==> src/logic/bitblt_defines.vh <==
/*
 * Constants of the block transfer engine: register indices, control
 * field positions, function codes, reset values and state codes.
 * Assumes it is included by bare name from the design files.
 */
`ifndef BITBLT_DEFINES_VH
`define BITBLT_DEFINES_VH

// Register indices on the plain register port.
`define REG_SRC_BASE 4'h0
`define REG_DST_BASE 4'h1
`define REG_SHIFT 4'h2
`define REG_HEIGHT 4'h3
`define REG_MASK_FIRST 4'h4
`define REG_MASK_SECOND 4'h5
`define REG_SRC_WARP 4'h6
`define REG_DST_WARP 4'h7
`define REG_WIDTH 4'h8
`define REG_CONTROL 4'h9
`define REG_STATUS 4'ha
`define REG_ORIGIN 4'hb
`define REG_COORD 4'hc
`define REG_PLANE_WARP 4'hd
`define REG_PIXEL_ADDR 4'he

// Control register fields.
`define CTL_START 0
`define CTL_FUNC_LO 1
`define CTL_FUNC_HI 3
`define CTL_INVERT 4
`define CTL_DESCEND 5

// Status register fields.
`define STS_BUSY 0
`define STS_DONE 1
`define STS_EXT_BUSY 2

// Function codes.
`define FN_AND 3'h0
`define FN_OR 3'h1
`define FN_XOR 3'h2
`define FN_COPY 3'h3
`define FN_FAST_OR 3'h4
`define FN_EXTERNAL 3'h5

// Reset values.
`define RST_WORD 32'h00000000
`define RST_MASK 16'hffff

// Memory word geometry: one word is two bytes.
`define WORD_BYTES 24'h000002

// Engine states.
`define ST_IDLE 3'h0
`define ST_LINE 3'h1
`define ST_RD_SRC 3'h2
`define ST_RD_DST 3'h3
`define ST_WRITE 3'h4
`define ST_EXT 3'h5

`endif

==> src/logic/bitblt_aligner.v <==
/*
 * Source aligner: joins the previous and current source words of a scan
 * line and shifts them so the first source pixel meets the first
 * destination pixel. Assumes shift values 0 to 15 and 16-bit words.
 */
`timescale 1ns/1ps
`default_nettype none

module bitblt_aligner (
    input wire [15:0] prev_word,
    input wire [15:0] cur_word,
    input wire [3:0] shift,
    input wire descend,
    output wire [15:0] aligned
);
    wire [31:0] joined;
    wire [31:0] shifted;

    // Bit 0 is the first pixel, so shifting toward higher bit numbers moves pixels right.
    assign joined = descend ? {prev_word, cur_word} : {cur_word, prev_word};
    assign shifted = joined << shift;
    assign aligned = shifted[31:16];
endmodule // bitblt_aligner

`default_nettype wire

==> src/logic/bitblt_combiner.v <==
/*
 * Raster operation on one word: combines aligned source and destination
 * with the selected function, then lets only mask-one bits change.
 * Assumes function codes from the shared constants header.
 */
`timescale 1ns/1ps
`default_nettype none
`include "bitblt_defines.vh"

module bitblt_combiner (
    input wire [15:0] src,
    input wire [15:0] dst,
    input wire [15:0] mask,
    input wire [2:0] func,
    input wire invert,
    output reg [15:0] result
);
    reg [15:0] s;
    reg [15:0] op;

    // Inverted source is refused for the fast OR; masked bits keep the destination.
    always @* begin
        s = (invert && func != `FN_FAST_OR) ? ~src : src;
        case (func)
            `FN_AND: op = s & dst;
            `FN_XOR: op = s ^ dst;
            `FN_COPY: op = s;
            default: op = s | dst;
        endcase
        result = (op & mask) | (dst & ~mask);
    end
endmodule // bitblt_combiner

`default_nettype wire

==> src/logic/bitblt_engine.v <==
/*
 * Bit-aligned block transfer engine. Reads a source rectangle word by
 * word, aligns it, combines it with the destination and writes it back,
 * running the word and scan-line loops itself.
 * Assumes a same-clock word memory that answers each request with a
 * one-cycle acknowledge, and a same-clock register master.
 */
// Function
// - Pixel address is origin plus y*warp plus x.
// - Origin top left; right, down increase coordinates.
// - Warp is vertical bit distance; x steps one.
// - Word bit zero is first displayed pixel.
// - Shift source to align first pixels.
// - Combine with selected function, write destination.
// - Every memory access is an aligned word.
// - Edge masks protect bits outside rectangle.
// - Zero mask bit leaves destination unchanged.
// - Same masks on every scan line.
// - Word loop per word, line loop per height.
// - Software sets up; engine runs loops alone.
// - Both horizontal and both vertical directions supported.
// - Setup supplies bases, shift, height, masks, warps, width.
// - Ascending order default; descending reverses it.
// - One operation drives external unit, five internal.
// - Warp sign sets vertical, option sets horizontal.
// - AND, OR, XOR, copy, true/inverted, fast OR.
// - Width counts source words; masks source relative.
`timescale 1ns/1ps
`default_nettype none
`include "bitblt_defines.vh"

module bitblt_engine (
    input wire clock,
    input wire nrst,
    input wire [3:0] reg_addr,
    input wire [31:0] reg_wdata,
    input wire reg_wr,
    input wire reg_rd,
    output reg [31:0] reg_rdata_ff,
    output reg mem_req_ff,
    output reg mem_we_ff,
    output reg [23:0] mem_addr_ff,
    output reg [15:0] mem_wdata_ff,
    input wire [15:0] mem_rdata,
    input wire mem_ack,
    output reg done_ff,
    output reg ext_start_ff,
    input wire ext_done
);
    // Setup registers.
    reg [23:0] src_base_ff;
    reg [23:0] dst_base_ff;
    reg [3:0] shift_ff;
    reg [15:0] height_ff;
    reg [15:0] mask_first_ff;
    reg [15:0] mask_second_ff;
    reg [31:0] src_warp_ff;
    reg [31:0] dst_warp_ff;
    reg [15:0] width_ff;
    reg [2:0] func_ff;
    reg invert_ff;
    reg descend_ff;
    // Pixel address helper registers.
    reg [31:0] origin_ff;
    reg [15:0] coord_x_ff;
    reg [15:0] coord_y_ff;
    reg [31:0] plane_warp_ff;
    reg [31:0] pixel_addr_ff;
    // Loop state.
    reg [2:0] state_ff;
    reg [23:0] src_line_ff;
    reg [23:0] dst_line_ff;
    reg [23:0] src_ptr_ff;
    reg [23:0] dst_ptr_ff;
    reg [15:0] lines_left_ff;
    reg [15:0] words_left_ff;
    reg [15:0] prev_src_ff;
    reg [15:0] cur_src_ff;
    reg first_word_ff;
    reg done_flag_ff;
    reg ext_sync1_ff;
    reg ext_sync2_ff;

    // Combinational helpers shared by the sequencer and the datapath.
    wire start_req;
    wire fast_or;
    wire eff_descend;
    wire [23:0] word_step;
    wire last_word;
    wire last_line;
    wire [15:0] aligned;
    wire [15:0] word_mask;
    wire [15:0] result;
    wire [31:0] pixel_calc;

    // A start is taken only while idle; control writes during a run are ignored.
    assign start_req = reg_wr && reg_addr == `REG_CONTROL && reg_wdata[`CTL_START] && state_ff == `ST_IDLE;
    // Fast OR always runs ascending with true source.
    assign fast_or = func_ff == `FN_FAST_OR;
    assign eff_descend = descend_ff && !fast_or;
    assign word_step = eff_descend ? (24'h000000 - `WORD_BYTES) : `WORD_BYTES;
    // The last word and the last line are flagged while one count remains.
    assign last_word = words_left_ff == 16'h0001;
    assign last_line = lines_left_ff == 16'h0001;
    // First word takes the first mask, last word the second, a lone word both.
    assign word_mask = (first_word_ff ? mask_first_ff : `RST_MASK)
                       & (last_word ? mask_second_ff : `RST_MASK);
    assign pixel_calc = origin_ff + coord_y_ff * plane_warp_ff + {16'h0000, coord_x_ff};

    // Source alignment ahead of the raster operation.
    bitblt_aligner u_aligner (
        .prev_word(prev_src_ff),
        .cur_word(cur_src_ff),
        .shift(shift_ff),
        .descend(eff_descend),
        .aligned(aligned)
    );

    // Function and masking of one destination word.
    bitblt_combiner u_combiner (
        .src(aligned),
        .dst(mem_rdata),
        .mask(word_mask),
        .func(func_ff),
        .invert(invert_ff),
        .result(result)
    );

    // Two flip-flops bring the external unit's completion into this clock.
    always @(posedge clock or negedge nrst) begin
        if (!nrst) begin
            ext_sync1_ff <= 1'b0;
            ext_sync2_ff <= 1'b0;
        end else begin
            ext_sync1_ff <= ext_done;
            ext_sync2_ff <= ext_sync1_ff;
        end
    end

    // Setup registers written by software; ignored while a transfer runs.
    always @(posedge clock or negedge nrst) begin
        if (!nrst) begin
            src_base_ff <= 24'h000000;
            dst_base_ff <= 24'h000000;
            shift_ff <= 4'h0;
            height_ff <= 16'h0000;
            mask_first_ff <= `RST_MASK;
            mask_second_ff <= `RST_MASK;
            src_warp_ff <= `RST_WORD;
            dst_warp_ff <= `RST_WORD;
            width_ff <= 16'h0000;
            func_ff <= `FN_AND;
            invert_ff <= 1'b0;
            descend_ff <= 1'b0;
            origin_ff <= `RST_WORD;
            coord_x_ff <= 16'h0000;
            coord_y_ff <= 16'h0000;
            plane_warp_ff <= `RST_WORD;
        end else if (reg_wr && state_ff == `ST_IDLE) begin
            case (reg_addr)
                `REG_SRC_BASE: src_base_ff <= reg_wdata[23:0];
                `REG_DST_BASE: dst_base_ff <= reg_wdata[23:0];
                `REG_SHIFT: shift_ff <= reg_wdata[3:0];
                `REG_HEIGHT: height_ff <= reg_wdata[15:0];
                `REG_MASK_FIRST: mask_first_ff <= reg_wdata[15:0];
                `REG_MASK_SECOND: mask_second_ff <= reg_wdata[15:0];
                `REG_SRC_WARP: src_warp_ff <= reg_wdata;
                `REG_DST_WARP: dst_warp_ff <= reg_wdata;
                `REG_WIDTH: width_ff <= reg_wdata[15:0];
                `REG_CONTROL: begin
                    func_ff <= reg_wdata[`CTL_FUNC_HI:`CTL_FUNC_LO];
                    invert_ff <= reg_wdata[`CTL_INVERT];
                    descend_ff <= reg_wdata[`CTL_DESCEND];
                end
                `REG_ORIGIN: origin_ff <= reg_wdata;
                `REG_COORD: begin
                    coord_x_ff <= reg_wdata[15:0];
                    coord_y_ff <= reg_wdata[31:16];
                end
                `REG_PLANE_WARP: plane_warp_ff <= reg_wdata;
                default: ;
            endcase
        end
    end

    // Pixel address follows the origin, warp and coordinates each cycle.
    always @(posedge clock or negedge nrst) begin
        if (!nrst) begin
            pixel_addr_ff <= `RST_WORD;
        end else begin
            pixel_addr_ff <= pixel_calc;
        end
    end

    // Read data appear the cycle after the read strobe; unmapped reads give zero.
    always @(posedge clock or negedge nrst) begin
        if (!nrst) begin
            reg_rdata_ff <= `RST_WORD;
        end else if (reg_rd) begin
            case (reg_addr)
                `REG_SRC_BASE: reg_rdata_ff <= {8'h00, src_base_ff};
                `REG_DST_BASE: reg_rdata_ff <= {8'h00, dst_base_ff};
                `REG_SHIFT: reg_rdata_ff <= {28'h0000000, shift_ff};
                `REG_HEIGHT: reg_rdata_ff <= {16'h0000, height_ff};
                `REG_MASK_FIRST: reg_rdata_ff <= {16'h0000, mask_first_ff};
                `REG_MASK_SECOND: reg_rdata_ff <= {16'h0000, mask_second_ff};
                `REG_SRC_WARP: reg_rdata_ff <= src_warp_ff;
                `REG_DST_WARP: reg_rdata_ff <= dst_warp_ff;
                `REG_WIDTH: reg_rdata_ff <= {16'h0000, width_ff};
                `REG_CONTROL: reg_rdata_ff <= {26'h0000000, descend_ff, invert_ff, func_ff, 1'b0};
                `REG_STATUS: reg_rdata_ff <= {29'h00000000, state_ff == `ST_EXT, done_flag_ff,
                                              state_ff != `ST_IDLE};
                `REG_ORIGIN: reg_rdata_ff <= origin_ff;
                `REG_COORD: reg_rdata_ff <= {coord_y_ff, coord_x_ff};
                `REG_PLANE_WARP: reg_rdata_ff <= plane_warp_ff;
                `REG_PIXEL_ADDR: reg_rdata_ff <= pixel_addr_ff;
                default: reg_rdata_ff <= `RST_WORD;
            endcase
        end else begin
            reg_rdata_ff <= `RST_WORD;
        end
    end

    // Sticky completion flag: completion wins over a software clear in the same cycle.
    always @(posedge clock or negedge nrst) begin
        if (!nrst) begin
            done_flag_ff <= 1'b0;
        end else if (done_ff) begin
            done_flag_ff <= 1'b1;
        end else if (start_req || (reg_wr && reg_addr == `REG_STATUS && reg_wdata[`STS_DONE])) begin
            done_flag_ff <= 1'b0;
        end
    end

    // Transfer sequencer: source read, destination read, write, per word and per line.
    always @(posedge clock or negedge nrst) begin
        if (!nrst) begin
            state_ff <= `ST_IDLE;
            src_line_ff <= 24'h000000;
            dst_line_ff <= 24'h000000;
            src_ptr_ff <= 24'h000000;
            dst_ptr_ff <= 24'h000000;
            lines_left_ff <= 16'h0000;
            words_left_ff <= 16'h0000;
            prev_src_ff <= 16'h0000;
            cur_src_ff <= 16'h0000;
            first_word_ff <= 1'b0;
            mem_req_ff <= 1'b0;
            mem_we_ff <= 1'b0;
            mem_addr_ff <= 24'h000000;
            mem_wdata_ff <= 16'h0000;
            done_ff <= 1'b0;
            ext_start_ff <= 1'b0;
        end else begin
            done_ff <= 1'b0;
            ext_start_ff <= 1'b0;
            case (state_ff)
                `ST_IDLE: begin
                    // Zero height or width finishes at once with no memory traffic.
                    if (start_req) begin
                        if (reg_wdata[`CTL_FUNC_HI:`CTL_FUNC_LO] == `FN_EXTERNAL) begin
                            ext_start_ff <= 1'b1;
                            state_ff <= `ST_EXT;
                        end else if (height_ff == 16'h0000 || width_ff == 16'h0000) begin
                            done_ff <= 1'b1;
                        end else begin
                            src_line_ff <= src_base_ff;
                            dst_line_ff <= dst_base_ff;
                            lines_left_ff <= height_ff;
                            state_ff <= `ST_LINE;
                        end
                    end
                end
                `ST_LINE: begin
                    // Reload the word loop and ask for the first source word.
                    src_ptr_ff <= src_line_ff;
                    dst_ptr_ff <= dst_line_ff;
                    words_left_ff <= width_ff;
                    prev_src_ff <= 16'h0000;
                    first_word_ff <= 1'b1;
                    mem_req_ff <= 1'b1;
                    mem_we_ff <= 1'b0;
                    mem_addr_ff <= {src_line_ff[23:1], 1'b0};
                    state_ff <= `ST_RD_SRC;
                end
                `ST_RD_SRC: begin
                    if (mem_ack) begin
                        cur_src_ff <= mem_rdata;
                        mem_addr_ff <= {dst_ptr_ff[23:1], 1'b0};
                        state_ff <= `ST_RD_DST;
                    end
                end
                `ST_RD_DST: begin
                    if (mem_ack) begin
                        mem_we_ff <= 1'b1;
                        mem_wdata_ff <= result;
                        state_ff <= `ST_WRITE;
                    end
                end
                `ST_WRITE: begin
                    if (mem_ack) begin
                        // Step both pointers; close the line or fetch the next source word.
                        prev_src_ff <= cur_src_ff;
                        first_word_ff <= 1'b0;
                        mem_we_ff <= 1'b0;
                        src_ptr_ff <= src_ptr_ff + word_step;
                        dst_ptr_ff <= dst_ptr_ff + word_step;
                        words_left_ff <= words_left_ff - 16'h0001;
                        if (!last_word) begin
                            mem_addr_ff <= {src_ptr_ff[23:1], 1'b0} + word_step;
                            state_ff <= `ST_RD_SRC;
                        end else begin
                            // Warp sign chooses the vertical direction.
                            src_line_ff <= src_line_ff + src_warp_ff[23:0];
                            dst_line_ff <= dst_line_ff + dst_warp_ff[23:0];
                            lines_left_ff <= lines_left_ff - 16'h0001;
                            mem_req_ff <= 1'b0;
                            if (last_line) begin
                                done_ff <= 1'b1;
                                state_ff <= `ST_IDLE;
                            end else begin
                                state_ff <= `ST_LINE;
                            end
                        end
                    end
                end
                `ST_EXT: begin
                    // The external unit runs alone until its synchronised done arrives.
                    if (ext_sync2_ff) begin
                        done_ff <= 1'b1;
                        state_ff <= `ST_IDLE;
                    end
                end
                default: state_ff <= `ST_IDLE;
            endcase
        end
    end
endmodule // bitblt_engine

`default_nettype wire

==> config.mk <==
export PLATFORM = sky130hd
export DESIGN_NAME = bitblt_engine
export DESIGN_NICKNAME = d
export VERILOG_FILES = /design/src/logic/bitblt_aligner.v /design/src/logic/bitblt_combiner.v /design/src/logic/bitblt_engine.v
export VERILOG_INCLUDE_DIRS = /design/src /design/src/logic
export SDC_FILE = /design/constraint.sdc
export NUM_CORES = 2
export LEC_CHECK = 0
export BUFFER_PORTS_ARGS = -buffer_cell sky130_fd_sc_hd__buf_4
export CAP_MARGIN = 20
export CORE_ASPECT_RATIO = 2
export CORE_MARGIN = 2
export CORE_UTILIZATION = 45
export DETAILED_ROUTE_END_ITERATION = 12
export SLEW_MARGIN = 30
export SYNTH_ARGS = -nofsm -noshare
export SYNTH_HDL_FRONTEND = slang
export SYNTH_SLANG_ARGS = --single-unit
==> constraint.sdc <==
create_clock -name clock -period 8.8 [get_ports clock]
set_input_delay 2.64 -clock clock [delete_from_list [all_inputs] [get_ports clock]]
set_output_delay 2.64 -clock clock [all_outputs]
set_load 0.01 [all_outputs]
=== Word-level counts from Yosys, hierarchy flattened ===
Index checks and enable logic that the tools add are counted.

* Register bits after elaboration: 556
* Output and inout port bits: 76
* Logic and storage cells: 204

* Add/sub/neg operators: 9
* Multiply operators: 1
* Equal/unequal tests: 36
* Shifts and indexed selects: 1
* Muxes and demuxes: 68
* Bitwise gates (word level): 9
* Reduce and logical (&&, ||, !) cells: 43

{| class="wikitable"
|+ Operator list
! cell !! count
|-
| $pmux 32 s15 || 1
|-
| $mux 24 || 16
|-
| $pmux 24 s2 || 4
|-
| $mux 16 || 10
|-
| $add 24x24->24 || 5
|-
| $pmux 16 s2 || 3
|-
| $pmux 24 s3 || 1
|-
| $and 16x16->16 || 4
|-
| $mux 32 || 2
|-
| $pmux 16 s3 || 1
|-
| $add 32x16->32 || 1
|-
| $add 32x32->32 || 1
|-
| $eq 16x1->1 const B || 2
|-
| $logic_not 16->1 || 2
|-
| $mul 16x32->32 || 1
|-
| $not 16->16 || 2
|-
| $or 16x16->16 || 2
|-
| $reduce_and 2->1 || 16
|-
| $shl 32x4->32 || 1
|-
| $sub 16x1->16 const B || 2
|-
| $eq 4x4->1 const B || 7
|-
| $mux 3 || 7
|-
| $ne 2x2->1 const B || 9
|-
| $pmux 3 s6 || 1
|-
| 22 further kinds || 66
|}

=== Logic depth before layout (Yosys ltp) ===
* Depth in word-level cells: 11
* Gate-level depth with buffers: 26

=== Cells and area by module ===
Synthesis repeated with hierarchy kept, for this count alone.

* Cells, all modules: 4594
* Area, all modules: 43999.7 µm²

{| class="wikitable"
|+ Modules (own cells, without submodules)
! module !! instances !! cells an instance !! area an instance (µm²)
|-
| bitblt_engine || 1 || 4137 || 40780.4
|-
| bitblt_aligner || 1 || 235 || 1725.4
|-
| bitblt_combiner || 1 || 222 || 1493.9
|}

=== Worst setup path after synthesis ===
No wires, ideal clock.

* Kind: reg2reg
* From: register coord_y_ff[3]
* To: register pixel_addr_ff[24]
* Setup time: 69 ps
* Arrival time: 6451 ps
* Required time: 8731 ps
* Path slack: 2280 ps
* Cell stages (with the launch flop): 24
* Path buffers: 2
* Cells stage by stage: dfrtp_1 -> clkbuf_1 -> clkbuf_1 -> nand2_1 -> fa_1 -> fa_1 -> fa_1 -> fa_1 -> inv_1 -> fa_1 -> inv_1 -> fa_1 -> inv_1 -> ha_1 -> a21o_1 -> a21o_1 -> a21o_1 -> a31o_2 -> a311o_1 -> a211oi_1 -> nor2_1 -> or3_1 -> a2111o_1 -> nand3_1

* Longest elaborated chain between the ends: 3

{| class="wikitable"
|+ RTL lines
! what !! line !! text
|-
| start, declared || bitblt_engine.v:66 || <nowiki>reg [15:0] coord_y_ff;</nowiki>
|-
| start signal, assigned || bitblt_engine.v:178 || <nowiki>coord_y_ff <= reg_wdata[31:16];</nowiki>
|-
| $mul 16x32->32 || bitblt_engine.v:108 || <nowiki>assign pixel_calc = origin_ff + coord_y_ff * plane_warp_ff + {16'h0000, coord_x_ff};</nowiki>
|-
| $add 32x32->32 || bitblt_engine.v:108 ||
|-
| $add 32x16->32 || bitblt_engine.v:108 ||
|-
| via pixel_calc[24] || bitblt_engine.v:94 || <nowiki>wire [31:0] pixel_calc;</nowiki>
|-
| end signal, assigned || bitblt_engine.v:189 || <nowiki>pixel_addr_ff <= `RST_WORD;</nowiki>
|-
| end signal, assigned || bitblt_engine.v:191 || <nowiki>pixel_addr_ff <= pixel_calc;</nowiki>
|-
| end, declared || bitblt_engine.v:68 || <nowiki>reg [31:0] pixel_addr_ff;</nowiki>
|}

The timed path passes the listed nets, and every way through them passes these cells.
A chain may end at the register's enable or synchronous reset.

=== Final worst setup path ===
* From: register coord_y_ff[3]
* To: register pixel_addr_ff[30]

The elaborated chain is that of the path after synthesis.

==> impl_metrics.yaml <==
clocking:
  cts-buffers-inserted: 53
  cts_resized: 0
  register_clock_pin_slew_on_the_reported_worst_setup_and_hold_paths_ps: 70
  clock_insertion_delay_worst_skew_ps: 670
  post_cts.repair.setup_buffers: 0
  root_buffer: "sky130_fd_sc_hd__clkbuf_16"
  cts_hold_buf: 0
  tritoncts: "built"
  tritoncts_num_sinks: 553
  cts_max_path_buffers: 3
  ctsHtreeMaxLevel: 2
detailed_routing:
  drt_wl_total_um: 146000
  first_pass_iters: 5
  ant_nets: 0
  routed-via-count: 33900
  post-route-drc-count: 0
  detail_route.wl_per_cell_um: 25.8
  via_per_inst: 6.00
  dr.first_iter.drc_count: 2522
timing:
  totalNegativeSetupSlack_ps: 0
  fin_crit_ps: 7170
  grt_setup_unrepaired: "no"
  timing.final.max_slew_violations: 0
  timing.slew.headroom: 0.213
  worst_pin_slew_ps: 1180
  min_period_over_period: 0.815
  finalSetupViolations: 0
  hold_violations: 0
  final.setup_skew_ps: 22.8
  fmax_ghz: 0.139
die:
  floorplan.die.height_um: 443
  die-width_um: 224
  design.core.area_sq_um: 96100
  start_util: 0.452
  total_number_of_placement_rows: 161
  floorplan_die_area_sq_um: 99200
  design.portCount: 134
grt:
  total_routing_resource_utilization_after_global_routing: 0.298
  grt_first_pass_wirelength_um: 221000
  grt-ovfl-total: 0
  grt_pass1_vias: 35200
  grt_max_degree: 166
  antenna_found_initial: 7
logic_synthesis:
  synthAdderAreaFrac: 0.222
  synth.top_cells.by_area: "sky130_fd_sc_hd__dfrtp_1, sky130_fd_sc_hd__fa_1, sky130_fd_sc_hd__mux2_2"
  yosysSeqAreaShare: 0.319
  synth.avg_cell_area_sq_um: 9.91
  synth_top_area_cell: "sky130_fd_sc_hd__dfrtp_1"
  synth.top_cell.area_share: 0.300
  number_of_cells_produced_by_synthesis: 4384
  synthSimpleGateAreaFrac: 0.118
  ys_dominant_reg_cell: "sky130_fd_sc_hd__dfrtp_1"
  post_synth_mux_area_share: 0.117
  synthesis.nets: 5001
  yosys_warnings: 0
  synth.lib_cells_used.distinct: 84
  ys_ff_latch: 553
  synth_enable_flop_cells: 0
  postSynth.asyncResetShare: 1.00
  syn-cell-area_sq_um: 43500
  synth_top_family_by_area: "adder cells"
  synth_compound_area_frac: 0.128
  synth_xor_xnor_area_share: 0.0294
worst_setup_path:
  reg2reg_setup_slack_ps: 1630
  cp-start-kind: "register"
  crit_slowest_cell: "sky130_fd_sc_hd__dfrtp_1"
  worst_r2r_path_depth: 22
  cpPeakStageDelay_ps: 970
  setup.worst_path.class: "register to register"
  timing.critical_path.cells: "buf_4 -> nand2_1 -> fa_1 -> fa_1 -> fa_1 -> inv_1 -> fa_1 -> fa_1 -> inv_1 -> fa_1 -> inv_1 -> ha_1 -> a21o_1 -> a21o_1 -> a21o_1 -> a21o_1 -> a21oi_1 -> o21ai_0 -> a31oi_1 -> o21ai_0 -> mux2i_1 -> o2111ai_1"
  worstPathArrival_ps: 7700
  worst-endpoint-required_ps: 9330
  cp_num_buf_inv: 4
  cp_dominant_cell_by_count: "sky130_fd_sc_hd__fa_1"
  cp_top_family: "adder cells"
  element_type_at_the_critical_path_end: "register"
  timing.rr.start: "coord_y_ff[3]"
  worstReg2RegEnd: "pixel_addr_ff[30]"
  timing.critical_path.depth: 22
  worst-path-max-fanout: 20
finish:
  final_cell_mix: "sky130_fd_sc_hd__dfrtp_1, sky130_fd_sc_hd__inv_1, sky130_fd_sc_hd__nand2_1"
  final_layout_net_count: 4995
  mostFrequentLayoutCell: "sky130_fd_sc_hd__dfrtp_1"
  area_growth_syn_to_layout_pct: 9.29
  drive_gt1_frac: 0.159
place:
  gpl.final_weighted_congestion: 0.929
  port-buffer-count: 132
  dpl.hpwl_um: 111000
hold_path:
  whs_path_depth: 0
  worst_hold_path.endpoint: "ext_sync2_ff"
  timing.hold.worst.start: "ext_sync1_ff"
  worst_hold_class: "register to register"
outcome:
  outcome: "finished clean"
run:
  cap_violations: 0
[per-layer routing]
layer	GRT usage	vias to the layer above	wire, um
li1	-	14900	-
met1	0.322	17300	50300
met2	0.534	1176	76100
met3	0.0317	456	6520
met4	0.223	0	13100
met5	0	-	0
[state kept, by name, summed over array words and instances, names as in the netlist, 23 cells and up]
signal         cells
dst_warp_ff       32
origin_ff         32
pixel_addr_ff     32
plane_warp_ff     32
reg_rdata_ff      32
src_warp_ff       32
dst_base_ff       24
dst_line_ff       24
src_base_ff       24
src_line_ff       24
dst_ptr_ff        23
mem_addr_ff       23
src_ptr_ff        23
[cells by family after synthesis]
logic type,Yosys count
AO/OA/AOI/OAI,843
XOR/XNOR,146
adder cells (fa/ha/maj),559
buffers and inverters,758
flip-flops,553
multiplexers,417
other,1
AND/OR/NAND/NOR,1107
[how the worst max path moves through the flow]
| stage | from | end | slack, ps |
|---|---|---|---|
| after floorplan | coord_y_ff[3] | pixel_addr_ff[24] | 2280 |
| after global placement | coord_y_ff[1] | pixel_addr_ff[30] | 1630 |
| after detailed placement | coord_y_ff[7] | pixel_addr_ff[24] | 1570 |
| after CTS | coord_y_ff[7] | pixel_addr_ff[24] | 1550 |
| after global routing | coord_y_ff[3] | pixel_addr_ff[31] | 1320 |
| final | coord_y_ff[3] | pixel_addr_ff[30] | 1630 |
[worst reg2reg max path: cells and delay by family (launching register included)]
kind | cells | cell delay, ps
buffers and inverters | 4 | 510
muxes | 1 | 210
adders and majority gates | 7 | 3300
AOI/OAI and AO/OA | 9 | 1950
DFF | 1 | 970
and+or+nand+nor | 1 | 100
[cell type report]
cell class | instances | area [sq um]
Antenna cell | 6 | 15.0
Clock buffer | 76 | 1490
Clock inverter | 22 | 249
Fill cell | 8919 | 48600
Inverter | 496 | 1860
Multi-Input combinational cell | 3073 | 26900
Sequential cell | 553 | 13900
Tap cell | 1222 | 1530
Timing Repair Buffer | 201 | 1600
[per-stage QoR]
step	setup WS [ps]	util	hold WS [ps]	area [sq um]	std cells
after global routing	1320	0.494	377	47500	5647
after detailed placement	1570	0.476	347	45700	5544
after floorplan	2280	-	331	43500	4384
after CTS	1550	0.494	364	47400	5642
after global placement	1630	0.475	343	45700	5543
final	1630	0.494	356	47500	5649
[cells in the mapped netlist (12+ instances only)]
| cell type | instances |
|---|---|
| sky130_fd_sc_hd__a211oi_1 | 20 |
| sky130_fd_sc_hd__a21o_1 | 47 |
| sky130_fd_sc_hd__a21oi_1 | 210 |
| sky130_fd_sc_hd__a221oi_1 | 49 |
| sky130_fd_sc_hd__a222oi_1 | 13 |
| sky130_fd_sc_hd__a22o_1 | 35 |
| sky130_fd_sc_hd__a22oi_1 | 91 |
| sky130_fd_sc_hd__a31oi_1 | 75 |
| sky130_fd_sc_hd__and2_1 | 163 |
| sky130_fd_sc_hd__and3_1 | 17 |
| sky130_fd_sc_hd__buf_1 | 26 |
| sky130_fd_sc_hd__clkbuf_1 | 226 |
| sky130_fd_sc_hd__dfrtp_1 | 521 |
| sky130_fd_sc_hd__dfstp_2 | 32 |
| sky130_fd_sc_hd__fa_1 | 353 |
| sky130_fd_sc_hd__ha_1 | 206 |
| sky130_fd_sc_hd__inv_1 | 495 |
| sky130_fd_sc_hd__mux2_2 | 297 |
| sky130_fd_sc_hd__mux2i_1 | 79 |
| sky130_fd_sc_hd__mux4_2 | 35 |
| sky130_fd_sc_hd__nand2_1 | 493 |
| sky130_fd_sc_hd__nand2b_1 | 24 |
| sky130_fd_sc_hd__nand3_1 | 58 |
| sky130_fd_sc_hd__nor2_1 | 199 |
| sky130_fd_sc_hd__nor2b_1 | 19 |
| sky130_fd_sc_hd__nor3_1 | 64 |
| sky130_fd_sc_hd__nor4_1 | 17 |
| sky130_fd_sc_hd__o211ai_1 | 12 |
| sky130_fd_sc_hd__o21a_1 | 25 |
| sky130_fd_sc_hd__o21ai_0 | 147 |
| sky130_fd_sc_hd__o22ai_1 | 25 |
| sky130_fd_sc_hd__or3_1 | 13 |
| sky130_fd_sc_hd__xnor2_1 | 81 |
| sky130_fd_sc_hd__xor2_1 | 65 |
Power is not shown: default switching activity piles up to over one toggle a cycle in this logic, so the estimate is an artifact.
